### config.mk
export PLATFORM = sky130hd
export DESIGN_NAME = acc_add_unit
export DESIGN_NICKNAME = d
export VERILOG_FILES = /design/src/rtl/acc_add_pkg.sv /design/src/rtl/acc_add_unit.sv /design/src/rtl/add8_flags.sv
export VERILOG_INCLUDE_DIRS = /design/src /design/src/rtl
export SDC_FILE = /design/constraint.sdc
export NUM_CORES = 1
export LEC_CHECK = 0
export BUFFER_PORTS_ARGS = -buffer_cell sky130_fd_sc_hd__buf_2
export CORE_ASPECT_RATIO = 0.75
export CORE_MARGIN = 4
export CORE_UTILIZATION = 62
export DETAILED_ROUTE_END_ITERATION = 12
export PLACE_DENSITY = 0.87
export SETUP_SLACK_MARGIN = 0.02
export SYNTH_ARGS = -nofsm -noshare
export SYNTH_HDL_FRONTEND = slang
export SYNTH_SLANG_ARGS = --single-unit
### constraint.sdc
create_clock -name core_clk -period 6.9 [get_ports core_clk]
set_input_delay 1.035 -clock core_clk [delete_from_list [all_inputs] [get_ports core_clk]]
set_output_delay 1.035 -clock core_clk [all_outputs]
set_load 0.05 [all_outputs]
### src/rtl/acc_add_consts.svh
// Encodings, lengths, cycle figures and address pages of the add unit.
// Assumes byte-wide program memory and a 16-bit data address space.
`ifndef ACC_ADD_CONSTS_SVH
`define ACC_ADD_CONSTS_SVH

`define OPC_PTR_ADD     8'hA2
`define OPC_DIR_HIPAGE  8'hA3
`define OPC_DIR_PAGE0   8'hA4
`define OPC_DIR_PAGE1   8'hA5
`define OPC_DIR_LONG    8'hA6
`define OPC_ADD_WITH_CARRY_IMM    8'hB1

`define PTR_FORM_BIT    7
`define PTR_IDX_BIT     0
`define OFF_SIGN_BIT    6

`define LEN_ONE         16'h0001
`define LEN_TWO         16'h0002
`define LEN_THREE       16'h0003
`define CYC_ONE         2'h1
`define CYC_TWO         2'h2

`define PAGE_ZERO       8'h00
`define PAGE_ONE        8'h01
`define PAGE_PERIPH     8'hFE
`define RESET_PC        16'h0000
`define RESET_ACC       8'h00

`endif

### src/rtl/acc_add_pkg.sv
// Types shared by the add unit and its adder.
// Assumes nothing beyond the constants header.
package acc_add_pkg;

	typedef struct packed {
		logic cy;
		logic ac;
		logic ov;
	} flags_s;

	typedef struct packed {
		logic [15:0] addr;
		logic        periph;
	} data_req_s;

	typedef enum logic [1:0] {
		ST_DECODE,
		ST_PTR_LO,
		ST_PTR_HI,
		ST_OPERAND
	} exec_state_e;

endpackage

### src/rtl/acc_add_unit.sv
// Execute unit for the accumulator add group: pointer, offset, direct and
// long-direct memory adds and the immediate add with carry.
// Assumes prog_bytes shows the three bytes at prog_addr in the same cycle,
// and data_rdata shows the byte at data_req.addr in the same cycle.
//
// Summary of operation
// RULE1 - Pointer add: A2H, second byte bit7 clear, bits6..1 pointer, bit0 set.
// RULE2 - Pointer add reads pointer plus index, adds, two cycles, PC plus two.
// RULE3 - Index byte register is a signed displacement from -128 to +127.
// RULE4 - Pointer selector spans 0 to 63 from the six-bit field.
// RULE5 - Offset add: A2H, second byte bit7 set, bits6..0 offset; two bytes.
// RULE6 - Offset address is base pointer plus sign-extended offset, -64 to +63.
// RULE7 - Direct opcode by page: A4H, A5H, A3H with low byte; else A6H, lo, hi.
// RULE8 - Two-byte direct: one cycle, PC plus two; three-byte: two, PC plus three.
// RULE9 - Long direct always A6H, low then high address byte, three bytes.
// RULE10 - B1H adds immediate and carry to accumulator, one cycle, PC plus two.
// RULE11 - Operand comes from RAM or peripheral space by address; sum replaces A.
// RULE12 - Pointer word n sits in RAM, low byte at 2n, high at 2n+1.
// RULE13 - Carry from bit 7, auxiliary from bit 3, overflow on signed wrap.
`timescale 1ns/1ps
`include "acc_add_consts.svh"
module acc_add_unit
	import acc_add_pkg::*;
(
	input  wire logic                  core_clk,
	input  wire logic                  resetn,
	input  wire logic [23:0]           prog_bytes,
	input  wire logic [7:0]            data_rdata,
	input  wire logic [7:0]            index_byte,
	output      logic [15:0]           prog_addr,
	output      acc_add_pkg::data_req_s data_req,
	output      logic [7:0]            acc,
	output      acc_add_pkg::flags_s   flags,
	output      logic                  instr_done,
	output      logic [1:0]            instr_cycles,
	output      logic                  unsupported
);
	import acc_add_pkg::*;

	////////////////////////////////////////////////////////////////////////
	// State

	exec_state_e state_q, state_d;
	logic [15:0] pc_q, pc_d;
	logic [15:0] addr_q, addr_d;
	logic        periph_q;
	logic [7:0]  acc_q, acc_d;
	flags_s      flags_q, flags_d;
	logic [7:0]  ptr_lo_q;
	logic [15:0] disp_q, disp_d;
	logic [15:0] len_q, len_d;
	logic [1:0]  cyc_q, cyc_d;
	logic        done_q, done_d;
	logic        unsup_q, unsup_d;

	////////////////////////////////////////////////////////////////////////
	// Decode

	wire [7:0]  opc     = prog_bytes[7:0];
	wire [7:0]  byte1   = prog_bytes[15:8];
	wire [7:0]  byte2   = prog_bytes[23:16];
	wire        is_ptr  = (opc == `OPC_PTR_ADD);
	wire        is_off  = is_ptr && byte1[`PTR_FORM_BIT];                          // RULE5
	wire        is_idx  = is_ptr && !byte1[`PTR_FORM_BIT] && byte1[`PTR_IDX_BIT]; // RULE1
	wire        is_d0   = (opc == `OPC_DIR_PAGE0);
	wire        is_d1   = (opc == `OPC_DIR_PAGE1);
	wire        is_dfe  = (opc == `OPC_DIR_HIPAGE);
	wire        is_long = (opc == `OPC_DIR_LONG);
	wire        is_imm  = (opc == `OPC_ADD_WITH_CARRY_IMM);
	// Six-bit selector doubled: word n at 2n, so only 0..127 reachable
	wire [15:0] ptr_base = is_off ? 16'h0000 : {9'h000, byte1[6:1], 1'b0};       // RULE4 RULE12
	wire [15:0] off_sext = {{9{byte1[`OFF_SIGN_BIT]}}, byte1[6:0]};               // RULE6
	wire [15:0] idx_sext = {{8{index_byte[7]}}, index_byte};                      // RULE3
	// Direct address by page; long form takes both bytes
	wire [15:0] dir_addr = is_d0  ? {`PAGE_ZERO, byte1} :
	                       is_d1  ? {`PAGE_ONE, byte1} :
	                       is_dfe ? {`PAGE_PERIPH, byte1} :
	                                {byte2, byte1};                               // RULE7 RULE9
	wire [15:0] ptr_eff  = {data_rdata, ptr_lo_q} + disp_q;                       // RULE2 RULE6

	wire       in_decode = (state_q == ST_DECODE);
	wire [7:0] add_b     = in_decode ? byte1 : data_rdata;
	wire       add_cin   = in_decode ? flags_q.cy : 1'b0;                         // RULE10
	wire [7:0] sum;
	flags_s    sum_flags;

	add8_flags u_add (
		.a     (acc_q),
		.b     (add_b),
		.cin   (add_cin),
		.sum   (sum),
		.flags (sum_flags)
	);

	////////////////////////////////////////////////////////////////////////
	// Sequencer

	always_comb begin
		state_d = state_q;
		pc_d    = pc_q;
		addr_d  = addr_q;
		acc_d   = acc_q;
		flags_d = flags_q;
		disp_d  = disp_q;
		len_d   = len_q;
		cyc_d   = cyc_q;
		done_d  = 1'b0;
		unsup_d = 1'b0;
		unique case (state_q)
			ST_DECODE: begin
				if (is_imm) begin
					acc_d   = sum;                                  // RULE10
					flags_d = sum_flags;
					pc_d    = pc_q + `LEN_TWO;
					cyc_d   = `CYC_ONE;
					done_d  = 1'b1;
				end else if (is_off || is_idx) begin
					addr_d  = ptr_base;                             // RULE12
					disp_d  = is_off ? off_sext : idx_sext;         // RULE3 RULE6
					len_d   = `LEN_TWO;                             // RULE2 RULE5
					cyc_d   = `CYC_TWO;
					state_d = ST_PTR_LO;
				end else if (is_d0 || is_d1 || is_dfe) begin
					addr_d  = dir_addr;                             // RULE7
					len_d   = `LEN_TWO;                             // RULE8
					cyc_d   = `CYC_ONE;
					state_d = ST_OPERAND;
				end else if (is_long) begin
					addr_d  = dir_addr;                             // RULE9
					len_d   = `LEN_THREE;                           // RULE8
					cyc_d   = `CYC_TWO;
					state_d = ST_OPERAND;
				end else begin
					// Foreign opcode: step one byte so the core never hangs
					pc_d    = pc_q + `LEN_ONE;
					unsup_d = 1'b1;
				end
			end
			ST_PTR_LO: begin
				addr_d  = addr_q + `LEN_ONE;                            // RULE12
				state_d = ST_PTR_HI;
			end
			ST_PTR_HI: begin
				addr_d  = ptr_eff;                                      // RULE2 RULE6
				state_d = ST_OPERAND;
			end
			ST_OPERAND: begin
				acc_d   = sum;                                          // RULE11
				flags_d = sum_flags;                                    // RULE13
				pc_d    = pc_q + len_q;                                 // RULE8
				done_d  = 1'b1;
				state_d = ST_DECODE;
			end
		endcase
	end

	always_ff @(posedge core_clk or negedge resetn) begin
		if (!resetn) begin
			state_q  <= ST_DECODE;
			pc_q     <= `RESET_PC;
			addr_q   <= 16'h0000;
			periph_q <= 1'b0;
			acc_q    <= `RESET_ACC;
			flags_q  <= '0;
			ptr_lo_q <= 8'h00;
			disp_q   <= 16'h0000;
			len_q    <= `LEN_TWO;
			cyc_q    <= `CYC_ONE;
			done_q   <= 1'b0;
			unsup_q  <= 1'b0;
		end else begin
			state_q  <= state_d;
			pc_q     <= pc_d;
			addr_q   <= addr_d;
			periph_q <= (addr_d[15:8] == `PAGE_PERIPH);                 // RULE11
			acc_q    <= acc_d;
			flags_q  <= flags_d;
			ptr_lo_q <= (state_q == ST_PTR_LO) ? data_rdata : ptr_lo_q;
			disp_q   <= disp_d;
			len_q    <= len_d;
			cyc_q    <= cyc_d;
			done_q   <= done_d;
			unsup_q  <= unsup_d;
		end
	end

	assign prog_addr       = pc_q;
	assign data_req.addr   = addr_q;
	assign data_req.periph = periph_q;
	assign acc             = acc_q;
	assign flags           = flags_q;
	assign instr_done      = done_q;
	assign instr_cycles    = cyc_q;
	assign unsupported     = unsup_q;
endmodule // acc_add_unit

### src/rtl/add8_flags.sv
// Eight-bit adder with carry in and the three arithmetic flags.
// Purely combinational; the caller registers the results.
`timescale 1ns/1ps
module add8_flags
	import acc_add_pkg::*;
(
	input  wire logic [7:0]         a,
	input  wire logic [7:0]         b,
	input  wire logic               cin,
	output      logic [7:0]         sum,
	output      acc_add_pkg::flags_s flags
);
	logic [8:0] full;
	logic [4:0] low_nib;

	assign full      = {1'b0, a} + {1'b0, b} + {8'h00, cin};
	assign low_nib   = {1'b0, a[3:0]} + {1'b0, b[3:0]} + {4'h0, cin};
	assign sum       = full[7:0];
	assign flags.cy  = full[8];                                  // RULE13
	assign flags.ac  = low_nib[4];                               // RULE13
	assign flags.ov  = (a[7] == b[7]) && (full[7] != a[7]);      // RULE13
endmodule // add8_flags

# Yosys cells after proc, flatten, opt, wreduce, memory -nomap -nowiden
# Index checks and enable logic that the tools add are counted.
[word_totals]
reg_bits = 90
input_bits = 42
output_inout_bits = 48
wordCells = 103
[classes]
n_addsub = 9
n_eq_ne = 18
n_mux = 40
bitwise_logic = 1
n_reduce_logical = 20
[ops]
columns = ["op", "count"]
rows = [
  ["16-bit 2-to-1 mux", 15],
  ["8-bit == test (second input constant)", 7],
  ["16-bit case mux with 3 select lines", 1],
  ["16-bit by 1-bit adder with 16-bit output (second input constant)", 2],
  ["16-bit adder", 2],
  ["16-bit case mux with 2 select lines", 1],
  ["16-bit by 2-bit adder with 16-bit output (second input constant)", 1],
  ["2-bit 2-to-1 mux", 8],
  ["8-bit 2-to-1 mux", 2],
  ["8-bit case mux with 2 select lines", 1],
  ["8-bit by 8-bit adder with 9-bit output", 1],
  ["9-bit by 1-bit adder with 9-bit output", 1],
  ["3-bit != test (second input constant)", 3],
  ["3-bit AND reduction", 3],
  ["2-bit case mux with 4 select lines", 1],
  ["1-bit 2-to-1 mux", 7],
  ["7-bit 2-to-1 mux", 1],
  ["3-bit case mux with 2 select lines", 1],
  ["2-bit AND reduction", 3],
  ["3-bit nonzero test", 2],
  ["4-bit by 4-bit adder with 5-bit output", 1],
  ["5-bit by 1-bit adder with 5-bit output", 1],
  ["2-bit == test (second input constant)", 2],
  ["1-bit logical AND", 4],
  ["other kinds (14)", 17],
]

# Logic depth before layout (Yosys ltp)
# Gate-level depths: netlist of the first run.
[logic_depth]
word_depth = 10
ltp_mapped = 16
mapped_depth_nobuf = 14

# Cells and area by module
# Synthesis of the first run repeated with hierarchy kept, for this count alone.
[unflattened]
cells_unflattened = 575
area_unflattened_um2 = 5144.9
[modules_own_cells]
columns = ["mod", "instances", "cells_per_inst", "area_each_um2", "seq_area_each_um2"]
rows = [
  ["acc_add_unit", 1, 523, 4739.5, 1677.9],
  ["add8_flags", 1, 52, 405.4, 0.0],
]

# Least setup slack after synthesis of the first run
# OpenSTA, ideal clock, no wires.
[synth_path]
kind = "reg2reg"
startpoint = "register state_q[0]"
endpoint = "register flags_q, in the netlist flags[0]"
setup_ps = 95
arrival_time_ps = 3279
t_required_ps = 6805
setup_slack_ps = 3525
stages_incl_launch_ff = 14
path_buffers = 2
synth_period_minus_slack_ps = 3375
cell_sequence = "dfrtp_1 -> inv_1 -> ha_1 -> clkbuf_1 -> buf_1 -> mux2_2 -> fa_1 -> a21o_1 -> a21oi_1 -> nor2b_1 -> o21a_1 -> o41ai_1 -> xor2_1 -> o31ai_1"
[synth_via]
elab_chain_cells = 8
elab_cells_between_ends = 14
cone_classes = "add/sub: 2; eq/ne: 4; mux: 4; reduce/logical: 4"
[synth_lines]
columns = ["element", "line", "text"]
rows = [
  ["start, declared", "acc_add_unit.sv:43", "exec_state_e state_q, state_d;"],
  ["start signal, assigned", "acc_add_unit.sv:172", "state_q <= state_d;"],
  ["2-bit logical NOT", "acc_add_unit.sv:81, acc_add_unit.sv:109", ""],
  ["8-bit 2-to-1 mux", "acc_add_unit.sv:82", "wire [7:0] add_b = in_decode ? byte1 : data_rdata;"],
  ["8-bit by 8-bit adder with 9-bit output", "add8_flags.sv:16", "assign full = {1'b0, a} + {1'b0, b} + {8'h00, cin};"],
  ["9-bit by 1-bit adder with 9-bit output", "add8_flags.sv:16", ""],
  ["1-bit != test", "add8_flags.sv:21", "assign flags.ov = (a[7] == b[7]) && (full[7] != a[7]);"],
  ["1-bit logical AND", "add8_flags.sv:21", ""],
  ["3-bit 2-to-1 mux", "acc_add_unit.sv:111", "if (is_imm) begin"],
  ["3-bit case mux with 2 select lines", "acc_add_unit.sv:109", "unique case (state_q)"],
  ["end signal, assigned", "acc_add_unit.sv:177", "flags_q <= flags_d;"],
  ["end, declared", "acc_add_unit.sv:48", "flags_s flags_q, flags_d;"],
]
# Parallel ways exist; a longest one is shown, timed or not. The select of a mux whose other input is x is not followed.
# A chain may end at the register's enable or synchronous reset.

# Worst setup path in the final report of the first run
# Same ends and word-level chain as after synthesis.

==> impl_metrics.tcl, run 1 <==
set metrics [dict create \
    drt_iter0_drc 583 \
    clock_sinks 67 \
    h-tree-depth 3 \
    seqPwrFrac_pct 26.7 \
    io_buffer_count 89 \
    diodes 0 \
    path_buf_inv 1 \
    cp_cell_sequence "inv_1, ha_1, mux2_2, fa_1, a21o_1, a21oi_1, nor2b_1, o21a_1, o41ai_1, xor2_1, o31ai_1" \
    hold_slack_ns 0.474 \
    postCtsSetupBuffers 0 \
    min_path_cells 1 \
    grt_pass1_wl_um 23600 \
    hold_violations 0 \
    grt_usage_pct 30.4 \
    synth.most_common_cell "dfrtp_1" \
    ctsResizeCount 0 \
    avgSynthCellArea_um2 8.72 \
    cpMaxStageDelayCell "ha_1" \
    vias 4911 \
    hp-class "reg -> reg" \
    synth.yosys.seq_area_share_pct 32.7 \
    synth_cells 589 \
    wirelength_um 14500 \
    clk_latency_ns 0.36 \
    p_clk_share_pct 14.3 \
    dieArea_um2 9820 \
    clock_skew_ns 0.00758 \
    drt-wirelength-per-cell_um 18.7 \
    ioPinCount 90 \
    cellPowerDensity_nw_per_um2 448 \
    cts_hold_buf 0 \
    yosys_warnings 0 \
    layout_setup_ws_ns 3.27 \
    crit_arrival_ns 3.91 \
    multiInputGateArea_um2 3230 \
    cts_made_buffers 9 \
    grt_pass1_vias 4589 \
    grt_max_degree 68 \
    drive_above_1_share_pct 21.0 \
    synth_cell_types 73 \
    rows 28 \
    synth.area.top_cells "dfrtp_1, ha_1, nand2_1" \
    synth_edf_count 0 \
    drtAntennaViolNets 0 \
    root_buffer "clkbuf_8" \
    cts_buffer_depth 2 \
    fmax_mhz 275 \
    overflow 0 \
    vias_per_cell 6.34 \
    status "completed" \
    dp_hpwl_um 10900 \
    crit_required_ns 7.17 \
    place_ws_ns 3.29 \
    worstSetupPathDepth 11 \
    combPwrFrac_pct 59.0 \
    hold_path.startpoint "prog_addr[15]$_DFFE_PN0P_" \
    reg2reg_from "state_q[0]$_DFFE_PN0P_" \
    reg2regPathDepth 11 \
    syn_area_um2 5140 \
    fin_util_pct 73.2 \
    crit_type "reg -> reg" \
    clkTransAtPathRegs_ns 0.08 \
    yosys_register_bits 67 \
    drc_errors 0 \
    rsz0062_at_grt "no" \
    leakage_nw 2.71 \
    async_flop_share_pct 100 \
    setup_viol 0 \
    synth_ff_type "dfrtp_1" \
    crit_start "state_q[0]$_DFFE_PN0P_" \
    critical_path.max_stage_delay_ns 0.66 \
    synth_nets 667 \
    stdcell_count 775 \
    crit_path_max_fanout 16 \
    power_mw 2.62 \
    core_um2 7990 \
    post-route-period-util_pct 52.7 \
    slew_headroom_pct 43.3 \
    irDropWorstVdd_uv 375 \
    tightest_slew_ns 0.851 \
    antenna_found_initial 0 \
    synth_top_area_cell "dfrtp_1" \
    dp.cells 759 \
    min_period_ns 3.64 \
    fin_setup_tns_ns 0 \
    drt_pass1_iterations 6 \
    syn2layout_area_growth_pct 13.8 \
    die_w_um 113 \
    nFillCells 612 \
    placed_area_um2 5620 \
    nets 743 \
    drv_cap 0 \
    maxSlewViolCount 0 \
    ys_top_cells_by_count "dfrtp_1, nand2_1, o21ai_0" \
    cp_top_family "compound AO/OA/AOI/OAI gates" \
    die_h_um 86.8 \
    cts_tree "yes" \
    postLayoutCellArea_um2 5850 \
    start_util_pct 64.3 \
    synth_top_area_share_pct 32.1 \
    internal_power_mw 1.26 \
    swShare_pct 51.9 \
    seq_area_um2 1680 \
    p_sw_mw 1.36 \
    start_kind "flop" \
    gp_congestion 0.957 \
    end_kind "flop" \
]
==> power groups by stage <==
stage	Combinational (mW)	Sequential, mW	Clock [mW]
after detailed placement	1.53	0.699	0
after global routing	1.68	0.719	0.398
final	1.55	0.699	0.376
after global placement	1.49	0.689	0
after CTS	1.53	0.692	0.379
after floorplan	0.828	1.01	0
==> placed cells by master (no fill, tap or decap), types with 5 or more instances in the layout <==
master,Yosys,layout
inv_1,27,27
nor4_1,7,7
a211oi_1,6,6
mux2_2,18,18
nor3b_1,6,6
xnor2_1,17,17
o211ai_1,6,6
mux2i_1,12,12
a21oi_1,31,31
o21ai_0,47,47
and3_1,9,9
dfrtp_1,66,66
nand2_1,63,63
a31oi_1,6,6
xor2_1,14,14
nor2_1,44,44
nand3_1,16,16
nor3_1,7,7
a221oi_1,7,7
nand2b_1,13,13
ha_1,33,33
buf_2,6,89
clkbuf_8,0,9
o22ai_1,5,5
a21o_1,7,7
o21a_1,5,5
nor2b_1,11,11
==> layer usage <==
metal	vias to the layer above	GRT usage [%]	wire length (µm)
li1	2302	-	-
met1	2346	44.1	6450
met2	242	45.3	6390
met3	21	8.30	1450
met4	0	7.31	214
met5	-	0	0
==> layout make-up <==
cell class	instances	share of cell area, %
multi-input combinational	467	55.3
timing repair buffer	93	8.13
clock buffer	9	2.12
tap	105	2.25
sequential	67	28.7
clock inverter	7	1.73
inverter	27	1.73
==> sequential cells by signal, summed over array words and instances, names as in the netlist <==
signal and count:
periph_q 1, flags 3, prog_addr 16, acc 8, addr_q 16, unsupported 1, disp_q 8, len_q 1
instr_cycles 2, ptr_lo_q 8, state_q 2, instr_done 1
==> worst paths after layout <==
| check | endpoint | slack [ns] |
|---|---|---|
| setup / recovery | flags[0]$_DFFE_PN0P_ | 3.27 |
| hold / removal | prog_addr[15]$_DFFE_PN0P_ | 0.47 |
| setup reg to reg | flags[0]$_DFFE_PN0P_ | 3.27 |
| hold reg to reg | prog_addr[15]$_DFFE_PN0P_ | 0.47 |
| max in group asynchronous | prog_addr[1]$_DFFE_PN0P_ | 5.49 |
| min in group asynchronous | acc[2]$_DFFE_PN0P_ | 0.86 |
==> cell families (layout without fill, tap and decap cells) <==
group	after synthesis	after routing	synth area share [%]
XOR/XNOR	31	31	5.28
adder cells (fa/ha/maj)	36	36	9.21
AO/OA/AOI/OAI	162	162	21.3
multiplexers	31	31	6.50
buffers and inverters	55	136	4.38
flip-flops	67	67	32.7
AND/OR/NAND/NOR	207	207	20.7
==> worst reg2reg max path: stages, from the launching register on <==
cell and delay (ns):
dfrtp_1 0.41, inv_1 0.12, ha_1 0.66, mux2_2 0.45
fa_1 0.41, a21o_1 0.16, a21oi_1 0.21, nor2b_1 0.07
o21a_1 0.18, o41ai_1 0.50, xor2_1 0.15, o31ai_1 0.21
Power figures use the tool's default switching activity.
==> run 2: changes to the inputs <==
- CORE_UTILIZATION: 62 -> 52
- PLACE_DENSITY: 0.87 -> 0.78
- clock period: 6.9 -> 2.94 ns (I/O delays scaled with it)
==> impl_metrics.tcl, run 2 (same netlist as run 1, synthesis figures left out) <==
set metrics [dict create \
    cpMaxStageDelayCell "dfrtp_1" \
    hp-class "in -> async" \
    final_common_cell "buf_2" \
    reg2regPathDepth 11 \
    r2r-end "flags[0]$_DFFE_PN0P_" \
    vias 4966 \
    post-route-period-util_pct 93.0 \
    seqPwrFrac_pct 24.8 \
    path_buf_inv 1 \
    maxSlewViolCount 0 \
    gp_congestion 0.995 \
    cellPowerDensity_nw_per_um2 1070 \
    place_ws_ns -0.0268 \
    cts_hold_buf 0 \
    grt_pass1_vias 4888 \
    power_mw 6.57 \
    mostFrequentLayoutCells "buf_2, dfrtp_1, nand2_1" \
    start_kind "flop" \
    critical_path.max_stage_delay_ns 0.41 \
    core_um2 9660 \
    nets 760 \
    drt-wirelength-per-cell_um 18.4 \
    hold_violations 0 \
    setup_viol 0 \
    crit_path_max_fanout 4 \
    grt_pass1_wl_um 24700 \
    slew_headroom_pct 56.2 \
    die_w_um 123 \
    cts_buffer_depth 2 \
    grt_usage_pct 27.2 \
    end_kind "flop" \
    reg2reg_from "state_q[0]$_DFFE_PN0P_" \
    grt-busiest-layer "met2" \
    clkTransAtPathRegs_ns 0.06 \
    antenna_found_initial 0 \
    grt_max_degree 43 \
    wirelength_um 15100 \
    layout_setup_ws_ns 0.206 \
    drt_iter0_drc 416 \
    use_met3_pct 5.54 \
    fmax_mhz 366 \
    cp_cell_sequence "inv_2, ha_4, mux2_2, fa_2, a21o_1, a21oi_2, nor2b_1, o21a_1, o41ai_4, xor2_1, o31ai_1" \
    dieArea_um2 11600 \
    crit_required_ns 3.20 \
    p_clk_share_pct 15.6 \
    swShare_pct 50.5 \
    internal_power_mw 3.25 \
    met2_usage_pct 42.1 \
    clock_skew_ns 0.00834 \
    cts_made_buffers 9 \
    die_h_um 94.1 \
    min_period_ns 2.73 \
    io_buffer_count 89 \
    tightest_slew_ns 0.657 \
    overflow 0 \
    status "completed" \
    drtAntennaViolNets 0 \
    drv_cap 0 \
    diodes 0 \
    regToRegSetupSlack_ns 0.21 \
    rows 31 \
    p_sw_mw 3.31 \
    cp_top_family "compound AO/OA/AOI/OAI gates" \
    syn2layout_area_growth_pct 19.3 \
    clk_latency_ns 0.35 \
    drive_above_1_share_pct 24.6 \
    cts_tree "yes" \
    crit_type "reg -> reg" \
    ioPinCount 90 \
    crit_arrival_ns 2.99 \
    drt_pass1_iterations 5 \
    drc_errors 0 \
    dp_hpwl_um 11300 \
    h-tree-depth 3 \
    vias_per_cell 6.06 \
    combPwrFrac_pct 59.6 \
    clock_sinks 67 \
    irDropWorstVdd_uv 798 \
    leakage_nw 2.82 \
    rsz0062_at_grt "no" \
    grt_use_met1_pct 38.1 \
    root_buffer "clkbuf_16" \
    start_util_pct 53.2 \
]
run 2: cell count changes in the layout (fill, tap and decap cells not counted), moves of 3 or more:
cell	previous run	this run
clkbuf_8	9	1
buf_4	4	20
ha_1	33	30
clkbuf_16	0	9
run 2: per-stage QoR:
step	instances	TNS (ns)	hold WS (ns)	utilization, %	area (µm²)
2_1_floorplan	589	0	0.145	-	5170
6_report	819	0	0.128	63.5	6130
4_1_cts	813	0	0.134	62.7	6050
3_3_place_gp	797	0	0.451	59.6	5760
5_1_grt	819	0	0.162	63.5	6130
3_5_place_dp	797	-0.0268	0.455	59.6	5760
run 2: final cells by class:
cell class	instances	area (µm²)
tap	132	165
sequential	67	1680
clock inverter	5	37.5
multi-input combinational	467	3290
inverter	27	101
fill	840	3530
clock buffer	11	243
timing repair buffer	110	616
run 2: worst reg2reg max path: stages, from the launching register on:
cell and delay [ns]:
dfrtp_1 0.41, inv_2 0.11, ha_4 0.16, mux2_2 0.35, fa_2 0.37, a21o_1 0.18
a21oi_2 0.15, nor2b_1 0.07, o21a_1 0.21, o41ai_4 0.27, xor2_1 0.13, o31ai_1 0.24
run 2: worst max-delay path by stage:
stage / from / endpoint / slack, ns / depth (start not counted)
floorplan: state_q[0]$_DFFE_PN0P_ / flags[0]$_DFFE_PN0P_ / 0.03 / 13
global placement: state_q[0]$_DFFE_PN0P_ / flags[0]$_DFFE_PN0P_ / 0.12 / 11
detailed placement: state_q[0]$_DFFE_PN0P_ / flags[0]$_DFFE_PN0P_ / -0.03 / 11
CTS: state_q[0]$_DFFE_PN0P_ / flags[0]$_DFFE_PN0P_ / 0.03 / 11
global route: state_q[0]$_DFFE_PN0P_ / flags[2]$_DFFE_PN0P_ / 0.009 / 15
finish: state_q[0]$_DFFE_PN0P_ / flags[0]$_DFFE_PN0P_ / 0.21 / 11
run 2: layer usage:
layer  up-vias  share of wire [%]
met4         0                1.9
met2       216                 46
li1       2336                  -
met3        34                8.4
met1      2380                 44
met5         -                  0
run 2: power groups by stage:
stage	combinational [mW]	clock (mW)	sequential, mW
6_report	3.92	1.03	1.63
3_5_place_dp	3.69	0	1.62
5_1_grt	4.24	1.09	1.68
3_3_place_gp	3.60	0	1.60
2_1_floorplan	1.99	0	2.37
4_1_cts	3.74	1.04	1.62
run 2: repair_timing:
action	4_1_cts	5_1_grt
cloned	0	0
pin swaps	0	4
setup buffers	0	6
setup endpoints to repair	2	5
resized for setup	1	11
==> run 3: changes to the inputs <==
- CORE_ASPECT_RATIO: 0.75 -> 0.9
==> impl_metrics.tcl, run 3 (same netlist as run 1, synthesis figures left out) <==
set metrics [dict create \
    status "completed" \
    dieArea_um2 11500 \
    maxSlewViolCount 0 \
    drt-wirelength-per-cell_um 18.5 \
    grt_usage_pct 26.1 \
    cellPowerDensity_nw_per_um2 1040 \
    nets 764 \
    crit_arrival_ns 3.10 \
    crit_path_max_fanout 4 \
    placed_area_um2 5770 \
    clock_sinks 67 \
    drive_above_1_share_pct 24.7 \
    h-tree-depth 3 \
    start_kind "flop" \
    cts_tree "yes" \
    slew_headroom_pct 52.7 \
    clkTransAtPathRegs_ns 0.08 \
    antenna_found_initial 0 \
    die_w_um 113 \
    clock_skew_ns 0.0139 \
    tightest_slew_ns 0.709 \
    cts_buffer_depth 2 \
    vias_per_cell 6.06 \
    final_common_cell "buf_2" \
    gp_congestion 0.930 \
    overflow 0 \
    cpMaxStageDelayCell "dfrtp_1" \
    rows 34 \
    fin_setup_tns_ns 0 \
    cp_top_family "compound AO/OA/AOI/OAI gates" \
    crit_required_ns 3.21 \
    wirelength_um 15100 \
    end_kind "flop" \
    mostFrequentLayoutCells "buf_2, dfrtp_1, nand2_1" \
    dp_hpwl_um 11300 \
    path_buf_inv 1 \
    crit_type "reg -> reg" \
    cp_cell_sequence "inv_2, ha_4, mux2_4, fa_2, a21o_1, a21oi_2, nor2b_1, o21a_1, o41ai_4, xor2_1, o31ai_1" \
    drt_pass1_iterations 5 \
    syn2layout_area_growth_pct 18.7 \
    stdcell_count 817 \
    nFillCells 832 \
    min_period_ns 2.83 \
    seq_area_um2 1680 \
    irDropWorstVdd_uv 819 \
    drv_cap 0 \
    cts_hold_buf 0 \
    power_mw 6.37 \
    die_h_um 102 \
    vias 4949 \
    grt_max_degree 41 \
    dp.cells 793 \
    start_util_pct 53.2 \
    grt_pass1_vias 4704 \
    leakage_nw 2.82 \
    io_buffer_count 89 \
    postLayoutCellArea_um2 6100 \
    core_um2 9660 \
    regToRegSetupSlack_ns 0.11 \
    critical_path.max_stage_delay_ns 0.41 \
    grt_pass1_wl_um 23900 \
    drc_errors 0 \
    cts_made_buffers 9 \
    setup_viol 0 \
    ioPinCount 90 \
    hold_violations 0 \
    hp-class "in -> async" \
    rsz0062_at_grt "yes" \
    clk_latency_ns 0.36 \
    diodes 0 \
    drtAntennaViolNets 0 \
    drt_iter0_drc 419 \
    root_buffer "clkbuf_8" \
    post-route-period-util_pct 96.2 \
    fmax_mhz 354 \
    multiInputGateArea_um2 3310 \
]
run 3: power breakdown:
group	leakage [nW]	internal (mW)	switching [mW]
Sequential	0.831	1.26	0.366
Clock	0.0885	0.392	0.384
Combinational	1.90	1.46	2.50
run 3: worst reg2reg max path: cells and delay by family (launching register included):
| family | cells | cell delay, ns |
|---|---|---|
| flops | 1 | 0.41 |
| fa+ha+maj | 2 | 0.54 |
| buf+inv | 1 | 0.11 |
| simple gates | 1 | 0.07 |
| compound gates | 5 | 1.16 |
| xor+xnor | 1 | 0.12 |
| mux | 1 | 0.32 |
run 3: routing by layer:
metal | wire, µm | GRT usage, %
met5 | 0 | 0
met3 | 1190 | 6.28
met2 | 7040 | 42.0
met4 | 340 | 7.02
met1 | 6550 | 35.4
run 3: layout make-up:
cell class	instances	share of cell area [%]
Multi-Input combinational cell	467	54.2
Inverter	27	1.66
Clock inverter	6	1.09
Sequential cell	67	27.5
Clock buffer	10	2.09
Timing Repair Buffer	114	10.9
Tap cell	126	2.59
run 3: repair_timing:
action | in CTS | in global routing
buffers inserted | 0 | 8
gates resized for setup | 2 | 11
pin swaps | 1 | 6
endpoints found under the setup margin | 2 | 5
run 3: worst paths after layout:
| kind | start | to | cells after the start |
|---|---|---|---|
| max in group asynchronous | resetn | instr_cycles[0]$_DFFE_PN1P_ | 2 |
| min in group core_clk | index_byte[2] | disp_q[2]$_DFFE_PN0P_ | 3 |
| worst min-delay path | resetn | len_q[0]$_DFFE_PN0P_ | 1 |
| worst max register to register | state_q[1]$_DFFE_PN0P_ | flags[0]$_DFFE_PN0P_ | 11 |
| worst max-delay path | state_q[1]$_DFFE_PN0P_ | flags[0]$_DFFE_PN0P_ | 11 |
| worst min register to register | prog_addr[15]$_DFFE_PN0P_ | prog_addr[15]$_DFFE_PN0P_ | 1 |
run 3: stage by stage:
stage	hold WS [ns]	worst slack, ns	util [%]
floorplan	0.145	0.0317	-
global placement	0.451	0.0774	59.7
detailed placement	0.459	-0.0775	59.7
CTS	0.147	0.0878	61.9
global route	0.175	-0.0388	63.2
finish	0.129	0.112	63.2
